==> src/hdl/cap_touch_pkg.sv <==
//==============================================================================
// Overview of operation
// - each measured electrode walks states 0 reset, 1 charge, 2 transfer, 3 measure.
// - unselected drive electrodes stay high-impedance or driven low, per unused policy.
// - with no measurement running the sequencer sits in state 0.
// - a measurement loops states 1-3 until trigger or timeout count.
// - after a measurement ends, state 0 is entered before any new one.
// - divided clock uses any integer ratio 1 to 16 from the divider field.
// - all delays and iteration counts run on the divided clock.
// - a triggered count is classified touch or no-touch against the threshold.
// - touch is count above threshold, swapped when touch-is-lower is set.
// - reaching the timeout count ends the electrode and flags a timeout.
// - after a round, wait 4096 times the round gap before the next round.
// - on entering state 3, wait the measure delay before sampling.
// - stay in state 0 for the reset delay before the next electrode.
// - the method bit picks sense pad or comparator as trigger source.
// - pad mode samples the sense-high pad as input; one is the trigger.
// - comparator mode samples the comparator output; one is the trigger.
// - up to sixteen drive electrodes; above nine a second sense-high pin exists.
// - scan mode 0 inactive, 1 single-shot all enabled, 2 continuous walking.
package cap_touch_pkg;

    //==========================================================================
    // register map
    localparam logic [7:0] CTRL_OFFSET = 8'h00;
    localparam logic [7:0] THRESH_OFFSET = 8'h04;
    localparam logic [7:0] TIMEOUT_OFFSET = 8'h08;
    localparam logic [7:0] DELAY_OFFSET = 8'h0C;
    localparam logic [7:0] STATUS_OFFSET = 8'h10;
    localparam logic [7:0] RESULT_OFFSET = 8'h14;

    //==========================================================================
    // field positions
    localparam int CTRL_MODE_LSB = 0;
    localparam int CTRL_METHOD_BIT = 2;
    localparam int CTRL_POLICY_BIT = 3;
    localparam int CTRL_DIV_LSB = 4;
    localparam int CTRL_MASK_LSB = 16;
    localparam int THRESH_LOWER_BIT = 16;
    localparam int DELAY_GAP_LSB = 0;
    localparam int DELAY_MEAS_LSB = 8;
    localparam int DELAY_RST_LSB = 16;
    localparam int ST_BUSY_BIT = 0;
    localparam int ST_STATE_LSB = 1;
    localparam int ST_TOUCH_BIT = 4;
    localparam int ST_NOTOUCH_BIT = 5;
    localparam int ST_TIMEOUT_BIT = 6;
    localparam int ST_DONE_BIT = 7;
    localparam int ST_HIGHEST_DRIVE_INDEX_LSB = 16;
    localparam int RES_IDX_LSB = 16;
    localparam int RES_TOUCH_BIT = 20;
    localparam int RES_TO_BIT = 21;
    localparam int RES_SEQ_LSB = 24;

    //==========================================================================
    // values after reset and counts
    localparam logic [15:0] THRESH_RESET = 16'h0000;
    localparam logic [15:0] TIMEOUT_RESET = 16'hFFFF;
    localparam logic [7:0] DELAY_RESET = 8'h00;
    localparam logic [3:0] DIV_RESET = 4'h0;
    localparam int GAP_UNIT_SHIFT = 12;

    //==========================================================================
    // scan modes and measurement states
    localparam logic [1:0] SCAN_INACTIVE = 2'h0;
    localparam logic [1:0] SCAN_SINGLE = 2'h1;
    localparam logic [1:0] SCAN_CONTINUOUS = 2'h2;

    typedef enum logic [1:0] {st_reset, st_charge, st_transfer, st_measure} meas_state_t;

endpackage : cap_touch_pkg

==> src/hdl/cap_touch_measure_sequencer.sv <==
`timescale 1ns/1ps
module cap_touch_measure_sequencer
    import cap_touch_pkg::*;
#(
    parameter int NUM_DRIVE = 16
) (
    input wire logic mclk,
    input wire logic rst_n,
    input wire logic [7:0] addr,
    input wire logic [31:0] wdata,
    input wire logic we,
    input wire logic re,
    output logic [31:0] rdata,
    input wire logic [((NUM_DRIVE > 9) ? 2 : 1)-1:0] sense_high_pin_in,
    input wire logic comparator_unit_out,
    output logic sense_low_pin_out,
    output logic sense_low_pin_oe,
    output logic [NUM_DRIVE-1:0] drive_electrode_pin_out,
    output logic [NUM_DRIVE-1:0] drive_electrode_pin_oe
);

    //==========================================================================
    // configuration registers
    logic [1:0] scan_mode_select;
    logic method_cmp;
    logic unused_drive_policy;
    logic [3:0] clock_divide_value;
    logic [15:0] drive_select_mask;
    logic [15:0] threshold_count;
    logic touch_is_lower;
    logic [15:0] timeout_count;
    logic [7:0] round_gap;
    logic [7:0] measure_delay;
    logic [7:0] reset_delay;

    // register state and status
    meas_state_t state;
    logic tick;
    logic [3:0] div_cnt;
    logic [19:0] wait_cnt;
    logic [7:0] delay_cnt;
    logic [15:0] iter_cnt;
    logic [3:0] cur_idx;
    logic gap_wait;
    logic shot_done;
    logic touch_flag, notouch_flag, timeout_flag, done_flag;
    logic [15:0] result_count;
    logic [3:0] result_idx;
    logic result_touch, result_timeout;
    logic [3:0] seq_num;

    logic [NUM_DRIVE-1:0] usable_mask;
    logic [NUM_DRIVE-1:0] active_mask;
    logic run_mode, sense, trig, measure_ready, meas_finish, timed_out, touch_hit;
    logic round_done, start_meas;
    logic [15:0] next_count;
    logic [4:0] first_pick, next_pick;
    logic [19:0] gap_target;
    logic [3:0] highest_drive_index;

    assign highest_drive_index = 4'(NUM_DRIVE - 1);

    // lowest enabled electrode at or above a start index; msb is the found flag
    function automatic logic [4:0] next_enabled(input logic [NUM_DRIVE-1:0] mask,
                                                input logic [4:0] from);
        logic [4:0] res;
        res = 5'h00;
        for (int i = NUM_DRIVE - 1; i >= 0; i--) begin
            if (mask[i] && (5'(i) >= from)) begin
                res = {1'b1, 4'(i)};
            end
        end
        return res;
    endfunction : next_enabled

    //==========================================================================
    // register writes
    always_ff @(posedge mclk) begin
        if (!rst_n) begin
            scan_mode_select <= SCAN_INACTIVE;
            method_cmp <= 1'b0;
            unused_drive_policy <= 1'b0;
            clock_divide_value <= DIV_RESET;
            drive_select_mask <= 16'h0000;
            threshold_count <= THRESH_RESET;
            touch_is_lower <= 1'b0;
            timeout_count <= TIMEOUT_RESET;
            round_gap <= DELAY_RESET;
            measure_delay <= DELAY_RESET;
            reset_delay <= DELAY_RESET;
        end else if (we) begin
            case (addr)
                CTRL_OFFSET: begin
                    scan_mode_select <= wdata[CTRL_MODE_LSB +: 2];
                    method_cmp <= wdata[CTRL_METHOD_BIT];
                    unused_drive_policy <= wdata[CTRL_POLICY_BIT];
                    clock_divide_value <= wdata[CTRL_DIV_LSB +: 4];
                    drive_select_mask <= wdata[CTRL_MASK_LSB +: 16];
                end
                THRESH_OFFSET: begin
                    threshold_count <= wdata[15:0];
                    touch_is_lower <= wdata[THRESH_LOWER_BIT];
                end
                TIMEOUT_OFFSET: timeout_count <= wdata[15:0];
                DELAY_OFFSET: begin
                    round_gap <= wdata[DELAY_GAP_LSB +: 8];
                    measure_delay <= wdata[DELAY_MEAS_LSB +: 8];
                    reset_delay <= wdata[DELAY_RST_LSB +: 8];
                end
                default: ;
            endcase
        end
    end

    //==========================================================================
    // function clock divider: ratio is the field value plus one
    always_ff @(posedge mclk) begin
        if (!rst_n) begin
            div_cnt <= 4'h0;
            tick <= 1'b0;
        end else if (div_cnt >= clock_divide_value) begin
            div_cnt <= 4'h0;
            tick <= 1'b1;
        end else begin
            div_cnt <= div_cnt + 4'h1;
            tick <= 1'b0;
        end
    end

    //==========================================================================
    // measurement decode
    always_comb begin
        usable_mask = drive_select_mask[NUM_DRIVE-1:0];
        run_mode = (scan_mode_select == SCAN_SINGLE) || (scan_mode_select == SCAN_CONTINUOUS);
        sense = |sense_high_pin_in;
        trig = method_cmp ? comparator_unit_out : sense;
        next_count = iter_cnt + 16'h0001;
        measure_ready = run_mode && tick && (state == st_measure) && (delay_cnt >= measure_delay);
        timed_out = measure_ready && !trig && (next_count >= timeout_count);
        meas_finish = measure_ready && (trig || timed_out);
        touch_hit = touch_is_lower ? (next_count <= threshold_count) : (next_count > threshold_count);
        first_pick = next_enabled(usable_mask, 5'h00);
        next_pick = next_enabled(usable_mask, {1'b0, cur_idx} + 5'h01);
        round_done = meas_finish && ((scan_mode_select == SCAN_SINGLE) || !next_pick[4]);
        gap_target = {round_gap, GAP_UNIT_SHIFT'(0)};
        start_meas = run_mode && tick && (state == st_reset) && !gap_wait && first_pick[4]
            && !((scan_mode_select == SCAN_SINGLE) && shot_done)
            && (wait_cnt >= {12'h000, reset_delay});
    end

    //==========================================================================
    // sequencer
    // a mode change to inactive aborts at once, not on the divided clock edge
    always_ff @(posedge mclk) begin
        if (!rst_n) begin
            state <= st_reset;
            wait_cnt <= 20'h00000;
            delay_cnt <= 8'h00;
            iter_cnt <= 16'h0000;
            cur_idx <= 4'h0;
            gap_wait <= 1'b0;
            shot_done <= 1'b0;
        end else if (!run_mode) begin
            state <= st_reset;
            wait_cnt <= 20'h00000;
            delay_cnt <= 8'h00;
            iter_cnt <= 16'h0000;
            gap_wait <= 1'b0;
            shot_done <= 1'b0;
        end else if (tick) begin
            if (scan_mode_select != SCAN_SINGLE) begin
                shot_done <= 1'b0;
            end
            case (state)
                st_reset: begin
                    iter_cnt <= 16'h0000;
                    if (gap_wait) begin
                        if (wait_cnt >= gap_target) begin
                            gap_wait <= 1'b0;
                            wait_cnt <= 20'h00000;
                        end else begin
                            wait_cnt <= wait_cnt + 20'h00001;
                        end
                    end else if (start_meas) begin
                        state <= st_charge;
                        wait_cnt <= 20'h00000;
                        if (!usable_mask[cur_idx]) begin
                            cur_idx <= first_pick[3:0];
                        end
                    end else if (!first_pick[4] || shot_done) begin
                        wait_cnt <= 20'h00000;
                    end else begin
                        wait_cnt <= wait_cnt + 20'h00001;
                    end
                end
                st_charge: state <= st_transfer;
                st_transfer: begin
                    state <= st_measure;
                    delay_cnt <= 8'h00;
                end
                st_measure: begin
                    if (delay_cnt < measure_delay) begin
                        delay_cnt <= delay_cnt + 8'h01;
                    end else if (meas_finish) begin
                        state <= st_reset;
                        iter_cnt <= 16'h0000;
                        delay_cnt <= 8'h00;
                        if (scan_mode_select == SCAN_SINGLE) begin
                            shot_done <= 1'b1;
                        end else if (next_pick[4]) begin
                            cur_idx <= next_pick[3:0];
                        end else begin
                            cur_idx <= first_pick[3:0];
                            gap_wait <= 1'b1;
                        end
                    end else begin
                        state <= st_charge;
                        iter_cnt <= next_count;
                        delay_cnt <= 8'h00;
                    end
                end
                default: state <= st_reset;
            endcase
        end
    end

    //==========================================================================
    // results and sticky event flags; an event beats a clear in the same cycle
    logic clr_flags;
    assign clr_flags = we && (addr == STATUS_OFFSET);

    always_ff @(posedge mclk) begin
        if (!rst_n) begin
            result_count <= 16'h0000;
            result_idx <= 4'h0;
            result_touch <= 1'b0;
            result_timeout <= 1'b0;
            seq_num <= 4'h0;
        end else if (meas_finish) begin
            result_count <= timed_out ? iter_cnt : next_count;
            result_idx <= (scan_mode_select == SCAN_SINGLE) ? first_pick[3:0] : cur_idx;
            result_touch <= !timed_out && touch_hit;
            result_timeout <= timed_out;
            if (round_done) begin
                seq_num <= seq_num + 4'h1;
            end
        end
    end

    always_ff @(posedge mclk) begin
        if (!rst_n) begin
            touch_flag <= 1'b0;
            notouch_flag <= 1'b0;
            timeout_flag <= 1'b0;
            done_flag <= 1'b0;
        end else begin
            touch_flag <= (meas_finish && !timed_out && touch_hit)
                || (touch_flag && !(clr_flags && wdata[ST_TOUCH_BIT]));
            notouch_flag <= (meas_finish && !timed_out && !touch_hit)
                || (notouch_flag && !(clr_flags && wdata[ST_NOTOUCH_BIT]));
            timeout_flag <= timed_out
                || (timeout_flag && !(clr_flags && wdata[ST_TIMEOUT_BIT]));
            done_flag <= round_done || (done_flag && !(clr_flags && wdata[ST_DONE_BIT]));
        end
    end

    //==========================================================================
    // register reads: data stand only in the cycle after the strobe
    always_ff @(posedge mclk) begin
        if (!rst_n || !re) begin
            rdata <= 32'h00000000;
        end else begin
            case (addr)
                CTRL_OFFSET: rdata <= {drive_select_mask, 8'h00, clock_divide_value,
                                       unused_drive_policy, method_cmp, scan_mode_select};
                THRESH_OFFSET: rdata <= {15'h0000, touch_is_lower, threshold_count};
                TIMEOUT_OFFSET: rdata <= {16'h0000, timeout_count};
                DELAY_OFFSET: rdata <= {8'h00, reset_delay, measure_delay, round_gap};
                STATUS_OFFSET: rdata <= {12'h000, highest_drive_index, 8'h00, done_flag,
                                         timeout_flag, notouch_flag, touch_flag, 1'b0,
                                         state, (state != st_reset) || gap_wait};
                RESULT_OFFSET: rdata <= {4'h0, seq_num, 2'h0, result_timeout, result_touch,
                                         result_idx, result_count};
                default: rdata <= 32'h00000000;
            endcase
        end
    end

    //==========================================================================
    // pads: sense-high is never driven; sense-low drains in reset and transfer
    always_ff @(posedge mclk) begin
        if (!rst_n) begin
            sense_low_pin_out <= 1'b0;
            sense_low_pin_oe <= 1'b0;
        end else begin
            sense_low_pin_out <= 1'b0;
            sense_low_pin_oe <= (state == st_reset) || (state == st_transfer);
        end
    end

    // single-shot fires all enabled electrodes together; continuous walks one at a time
    genvar gi;
    generate
        for (gi = 0; gi < NUM_DRIVE; gi++) begin : g_drive
            assign active_mask[gi] = usable_mask[gi]
                && ((scan_mode_select == SCAN_SINGLE) || (cur_idx == 4'(gi)));

            always_ff @(posedge mclk) begin
                if (!rst_n) begin
                    drive_electrode_pin_out[gi] <= 1'b0;
                    drive_electrode_pin_oe[gi] <= 1'b0;
                end else if (active_mask[gi]) begin
                    drive_electrode_pin_out[gi] <= (state == st_charge) || (state == st_transfer);
                    drive_electrode_pin_oe[gi] <= (state != st_measure);
                end else begin
                    drive_electrode_pin_out[gi] <= 1'b0;
                    drive_electrode_pin_oe[gi] <= unused_drive_policy;
                end
            end

        end
    endgenerate
endmodule : cap_touch_measure_sequencer

==> config.mk <==
export PLATFORM = sky130hd
export DESIGN_NAME = cap_touch_measure_sequencer
export DESIGN_NICKNAME = d
export VERILOG_FILES = /design/src/hdl/cap_touch_pkg.sv /design/src/hdl/cap_touch_measure_sequencer.sv
export SDC_FILE = /design/constraint.sdc
export NUM_CORES = 1
export LEC_CHECK = 0
export BUFFER_PORTS_ARGS = -buffer_cell sky130_fd_sc_hd__buf_4
export CAP_MARGIN = 0
export CORE_MARGIN = 8
export CORE_UTILIZATION = 48
export DETAILED_ROUTE_END_ITERATION = 10
export HOLD_SLACK_MARGIN = 0.15
export PLACE_DENSITY = 0.69
export SYNTH_ARGS = -nofsm -noshare
export SYNTH_HDL_FRONTEND = slang
export SYNTH_SLANG_ARGS = --single-unit
==> constraint.sdc <==
create_clock -name mclk -period 4.1 [get_ports mclk]
set_clock_uncertainty 0.05 [all_clocks]
set_input_delay 0.82 -clock mclk [delete_from_list [all_inputs] [get_ports mclk]]
set_output_delay 0.82 -clock mclk [all_outputs]
set_load 0.02 [all_outputs]
==> results of run 1 <==
==> final cells by class <==
cell class,count,area (µm²),area share (%)
tap,330,413,2.90
clock inverter,10,179,1.26
multi-input combinational,1137,6780,47.6
clock buffer,37,783,5.51
timing repair buffer,146,1110,7.82
sequential,233,4670,32.8
inverter,78,293,2.06
==> cell families (layout without fill, tap and decap cells) <==
| family | after synthesis | in the layout | share of synthesized area [%] |
|---|---|---|---|
| AO/OA/AOI/OAI | 362 | 362 | 19.4 |
| XOR/XNOR | 42 | 42 | 3.04 |
| adder cells (fa/ha/maj) | 78 | 78 | 8.04 |
| buffers and inverters | 174 | 271 | 5.73 |
| flip-flops | 233 | 233 | 38.5 |
| multiplexers | 23 | 23 | 2.34 |
| other | 1 | 1 | 0.0310 |
| AND/OR/NAND/NOR | 631 | 631 | 22.9 |
==> flip-flops by register name (all words and copies together), names as in the netlist, 8 cells and up <==
register	cells
iter_cnt	16
result_count	16
reset_delay	8
drive_select_mask	16
round_gap	8
measure_delay	8
drive_electrode_pin_out	16
rdata	32
wait_cnt	20
threshold_count	16
drive_electrode_pin_oe	16
timeout_count	16
delay_cnt	8
==> placed cells by master, fill, tap and decap left out, drive strengths merged, types with 16 or more instances in the layout <==
| cell | netlist | routed |
|---|---|---|
| buf | 25 | 146 |
| and3 | 21 | 21 |
| nand4 | 17 | 17 |
| xnor2 | 19 | 19 |
| mux2i | 17 | 17 |
| a21oi | 146 | 146 |
| nor3 | 23 | 23 |
| a22oi | 16 | 16 |
| ha | 77 | 77 |
| xor2 | 23 | 23 |
| nor2 | 189 | 189 |
| inv | 78 | 78 |
| a211oi | 20 | 20 |
| nand2 | 272 | 272 |
| clkbuf | 71 | 37 |
| dfxtp | 233 | 233 |
| o211ai | 22 | 22 |
| o21ai | 50 | 50 |
| nand3 | 35 | 35 |
==> routing by layer <==
metal / vias up / global-route usage (%)
met2: 403 / 39.7
met3: 97 / 3.76
met4: 0 / 11.4
met5: - / 0
met1: 5330 / 28.3
li1: 5491 / -
==> worst register-to-register path, cell delays in order, from the launching register on <==
cell and delay [ns]:
dfxtp_1 0.41, nand4_1 0.15, nor3_1 0.30, nand3_1 0.15, nor2b_1 0.20, nand4_1 0.15
xnor2_1 0.41, ha_1 0.33, and4_1 0.22, a21oi_1 0.14, o311ai_1 0.11, buf_4 0.18
o21ai_4 0.23, and3_1 0.22, buf_6 0.20, a22oi_1 0.11, nor2_1 0.17
==> power breakdown <==
| part | total, mW | leakage (nW) | internal, mW | switching, mW |
|---|---|---|---|---|
| Clock | 2.57 | 0.477 | 1.64 | 0.932 |
| Sequential | 2.27 | 1.88 | 2.27 | 0.00337 |
| Combinational | 0.145 | 3.26 | 0.0526 | 0.0920 |
==> final timing paths <==
check	startpoint	endpoint	slack, ns	cells after the start
setup / recovery	iter_cnt[3]	iter_cnt[7]	0.29	16
hold / removal	div_cnt[0]	div_cnt[0]	0.42	1
setup reg to reg	iter_cnt[3]	iter_cnt[7]	0.29	16
hold reg to reg	div_cnt[0]	div_cnt[0]	0.42	1
==> stage by stage <==
step,hold slack [ns],std cells
after floorplan,0.380,1544
after global placement,0.400,1924
after detailed placement,0.408,1924
after CTS,0.422,1971
after global routing,0.447,1971
final,0.420,1971
==> reports/qor.csv, run 1 <==
stage;metric;value;unit
status;status;finished, final reports clean;
worst_setup_path;Max stage delay on crit path;0.41;ns
layout;Final Util;57.0;%
yosys;Main synth FF type;dfxtp_1;
floorplan;Starting Density;48.5;%
worst_hold_path;worst hold-check path type;reg -> reg;
placed_design;RePlAce Congestion;0.931;
clock_tree;Worst-path clk slew;0.06;ns
timing;Slew Limit Fails;0;
clock_tree;# clock sinks;233;
floorplan;die area;30600;µm²
drt;Top Metal Used;met4;
yosys;Syn Inst Count;1544;
drt;1st-iter DRT viols;978;
layout;fin nets;1746;
flow_run;Max Cap Violations;0;
drt;drc violations;0;
drt;Met3 Routed Length;2.21;mm
floorplan;core area;25000;µm²
clock_tree;CTS-repair resized insts;0;
grt;first-pass GRT wire length;58.7;mm
worst_setup_path;Critical Path AT;4.20;ns
clock_tree;CTS tree;yes;
layout;proportion of layout cells with a drive suffix above 1;13.7;%
timing;RSZ-0062 raised after global routing;false;
worst_setup_path;Critical Path, Cell by Cell;nand4_1, nor3_1, nand3_1, nor2b_1, nand4_1, xnor2_1, ha_1, and4_1, a21oi_1, o311ai_1, buf_4, o21ai_4, and3_1, buf_6, a22oi_1, nor2_1;
yosys;most frequent cell after synthesis;nand2_1;
grt;largest net degree at the start of global routing;63;
timing;Final Hold Fails;0;
floorplan;die extent in x;175;µm
yosys;YS warnings;0;
yosys;Post-synth top cells;nand2_1, dfxtp_1, nor2_1;
drt;M1 wire length;15.6;mm
worst_setup_path;critical path's slowest cell;dfxtp_1;
drt;first-pass iteration count of the detailed router;6;
timing;fin worst setup slack;0.288;ns
yosys;post-synthesis cell type count;76;
floorplan;number of I/O pins;113;
timing;# setup viols final;0;
worst_setup_path;Crit path max-delay family;simple AND/OR/NAND/NOR gates;
timing;setup total negative slack;0;ns
yosys;Seq/Total Area, Yosys;38.5;%
layout;fillers;2320;
clock_tree;hold buffers post-CTS;0;
layout;area growth from synthesis to layout;17.5;%
yosys;Synth top area share;38.5;%
yosys;EDFF count, synth;0;
clock_tree;CTS root buf;clkbuf_16;
worst_setup_path;Worst EP required;4.49;ns
grt;total grt overflow;0;
yosys;Mapped Area;12100;µm²
yosys;Synthesized Nets;1668;
yosys;top cell type by total area after synthesis;dfxtp_1;
yosys;synthesized area per cell;7.84;µm²
clock_tree;H-Tree Depth;1;
worst_setup_path;CP Max Fanout;21;
drt;DR WL met2;17.6;mm
placed_design;pre-CTS setup slack;0.137;ns
placed_design;post-DP HPWL;27.2;mm
power_and_ir_drop;Max VDD drop;0.315;mV
timing;fin crit period;3.81;ns
drt;WL per Instance;18.9;µm
yosys;Synth area leaders;dfxtp_1, nand2_1, ha_1;
timing;final period utilization;93.0;%
yosys;Yosys reg bits;233;
timing;Max Clock Freq;262;MHz
power_and_ir_drop;P per Cell Area;350;nW/µm²
timing;worst rel slew slack;17.0;%
worst_setup_path;CP most frequent cell;nand4_1;
yosys;Synth async-reset ratio;0;%
worst_setup_path;Worst setup EP type;flip-flop;
grt;Total GRT Usage;23.4;%
drt;via count;11300;
floorplan;Std-Cell Rows;58;
layout;Finished Cell Area;14200;µm²
clock_tree;Worst-Skew Late Latency;0.53;ns
worst_setup_path;CP Launch Type;flip-flop;
clock_tree;clk buf depth;3;
grt;initial antenna violation count;0;
drt;Post-DRT Antenna Nets;0;
clock_tree;post-CTS setup buffer count;0;
clock_tree;CTS Buf Count;26;
power_and_ir_drop;Pleak;5.62;nW
floorplan;chip height;175;µm
placed_design;port bufs;111;
drt;final wirelength;37.2;mm
worst_setup_path;WS Path Type;reg -> reg;
power_and_ir_drop;overall power;4.98;mW
drt;Avg Vias per Cell;5.74;
worst_setup_path;CP Buf/Inv Count;2;
timing;Worst Tran Pin Value;1.24;ns
grt;vias in the first global route;11000;
placed_design;placed instance area;13200;µm²
layout;number of diodes;0;
Note: power is estimated with default switching activity, not from simulation.
==> run 2, diff against run 1 <==
- PLACE_DENSITY: 0.69 -> 0.67
- clock period: 4.1 -> 4 ns (I/O delays scaled with it)
==> reports/qor.csv, run 2 (synthesis gave the netlist of run 1 again) <==
stage;metric;value;unit;change
status;status;finished, final reports clean;;
clock_tree;clk buf depth;3;;unchanged
placed_design;post-DP HPWL;27.8;mm;+2.0%
worst_setup_path;CP Max Fanout;21;;unchanged
layout;Final Util;57.2;%;+0.24 points
worst_setup_path;critical path's slowest cell;dfxtp_1;;
timing;worst rel slew slack;23.1;%;+6.1 points
layout;fillers;2355;;+1.5%
floorplan;die extent in x;175;µm;unchanged
drt;WL per Instance;19.2;µm;+2.0%
placed_design;RePlAce Congestion;0.972;;+4.4%
worst_setup_path;Critical Path AT;4.30;ns;+0.10 ns
floorplan;number of I/O pins;113;;unchanged
clock_tree;CTS root buf;clkbuf_16;;
worst_setup_path;Critical Path, Cell by Cell;ha_1, and3_1, and3_1, and3_2, nand3_4, nor2_2, xor2_1, ha_1, nor2b_1, o21ai_0, o311ai_2, buf_4, o21ai_4, and3_1, buf_8, o21ai_0, a21oi_1;;
grt;first-pass GRT wire length;59.9;mm;+2.1%
layout;largest register by flop count;rdata;;
flow_run;Max Cap Violations;0;;unchanged
placed_design;Placed Cells;1928;;+0.21%
grt;vias in the first global route;10900;;-0.46%
power_and_ir_drop;Max VDD drop;0.305;mV;-3.1%
timing;# setup viols final;0;;unchanged
clock_tree;hold buffers post-CTS;0;;unchanged
placed_design;pre-CTS setup slack;0.0172;ns;-0.120 ns
worst_setup_path;CP Launch Type;flip-flop;;
worst_setup_path;Worst EP required;4.40;ns;-0.09 ns
timing;Final Hold Fails;0;;unchanged
power_and_ir_drop;overall power;5.06;mW;+1.6%
timing;WHS;0.423;ns;+0.00289 ns
grt;initial antenna violation count;0;;unchanged
worst_setup_path;CP most frequent cell;and3_1;;
layout;final std cells w/o fill;1980;;+0.46%
worst_setup_path;Worst setup EP type;flip-flop;;
clock_tree;Worst-Skew Late Latency;0.54;ns;about the same
floorplan;core area;25000;µm²;unchanged
drt;first-pass iteration count of the detailed router;7;;+1
timing;final period utilization;97.5;%;+4.6 points
layout;proportion of layout cells with a drive suffix above 1;14.4;%;+0.77 points
power_and_ir_drop;P per Cell Area;354;nW/µm²;+1.2%
timing;fin worst setup slack;0.0987;ns;-0.190 ns
floorplan;chip height;175;µm;unchanged
clock_tree;CTS tree;yes;;
floorplan;die area;30600;µm²;unchanged
layout;number of diodes;0;;unchanged
timing;Slew Limit Fails;0;;unchanged
timing;Max Clock Freq;256;MHz;-2.3%
layout;area growth from synthesis to layout;18.0;%;
drt;final wirelength;38.1;mm;+2.5%
floorplan;Starting Density;48.5;%;unchanged
layout;largest registers;rdata x32, wait_cnt x20;;
clock_tree;CTS Buf Count;26;;unchanged
placed_design;placed instance area;13300;µm²;+0.23%
drt;Avg Vias per Cell;5.76;;+0.22%
layout;most frequent cells in the layout;nand2_1, dfxtp_1, nor2_1;;
drt;drc violations;0;;unchanged
clock_tree;Worst-path clk slew;0.06;ns;about the same
power_and_ir_drop;Pleak;5.62;nW;+0.10%
worst_hold_path;worst hold-check path type;reg -> reg;;
placed_design;port bufs;111;;unchanged
drt;1st-iter DRT viols;935;;-4.4%
grt;largest net degree at the start of global routing;53;;-16%
worst_setup_path;WS Path Type;reg -> reg;;
clock_tree;# clock sinks;233;;unchanged
layout;Finished Cell Area;14300;µm²;+0.42%
grt;Total GRT Usage;24.0;%;+0.65 points
timing;fin crit period;3.90;ns;+0.0896 ns
layout;commonest non-fill, non-tap cell in the layout;nand2_1;;
grt;total grt overflow;0;;unchanged
clock_tree;H-Tree Depth;1;;unchanged
worst_setup_path;Max stage delay on crit path;0.39;ns;-0.02 ns
drt;Post-DRT Antenna Nets;0;;unchanged
layout;fin nets;1754;;+0.46%
layout;max reg flops;32;;unchanged
floorplan;Std-Cell Rows;58;;unchanged
drt;via count;11400;;+0.68%
timing;setup total negative slack;0;ns;unchanged
timing;Worst Tran Pin Value;1.15;ns;-0.0864 ns
run 2: changes by cell type in the layout (fill, tap and decap cells not counted), moves of 2 or more:
| cell | change |
|---|---|
| buf_4 | +8 |
| clkbuf_8 | -5 |
| clkinvlp_4 | +5 |
| nand3_1 | -3 |
| nand3_2 | +2 |
run 2: power breakdown:
group | leakage (nW) | total (mW) | switching, mW | internal (mW)
Sequential | 1.88 | 2.33 | 0.00342 | 2.32
Clock | 0.449 | 2.59 | 0.994 | 1.59
Combinational | 3.30 | 0.149 | 0.0959 | 0.0532
run 2: critical path: cells and delay by family (launching register included):
| family | cells | cell delay, ns |
|---|---|---|
| XOR/XNOR | 1 | 0.20 |
| adder cells (fa/ha/maj) | 2 | 0.46 |
| AND/OR/NAND/NOR | 7 | 1.33 |
| AO/OA/AOI/OAI | 5 | 1.00 |
| buffers and inverters | 2 | 0.39 |
| flip-flops | 1 | 0.39 |
run 2: cell type report:
cell class / count / area (µm²) / share of cell area (%)
inverters: 78 / 293 / 2.05
clock inverters: 17 / 230 / 1.61
clock buffers: 31 / 711 / 4.98
multi-input cells: 1137 / 6800 / 47.6
repair buffers: 154 / 1180 / 8.23
well taps: 330 / 413 / 2.89
flip-flops and latches: 233 / 4670 / 32.7
run 2: layer usage:
layer / vias to the layer above / share of wire [%] / GRT usage, %
met5: - / 0 / 0
met1: 5380 / 41 / 29.1
met2: 407 / 47 / 40.7
li1: 5519 / - / -
met3: 92 / 6.8 / 3.99
met4: 0 / 5.0 / 11.6
run 2: final timing paths:
kind,slack (ns),cells after the start,end,startpoint
worst max-delay path,0.1,17,iter_cnt[5],iter_cnt[0]
worst min-delay path,0.42,2,threshold_count[9],threshold_count[9]
worst max register to register,0.1,17,iter_cnt[5],iter_cnt[0]
worst min register to register,0.42,2,threshold_count[9],threshold_count[9]
run 2: repair_timing:
item	4_1_cts	5_1_grt
resized for setup	1	11
setup endpoints to repair	5	35
pin swaps	0	2
setup buffers	0	4
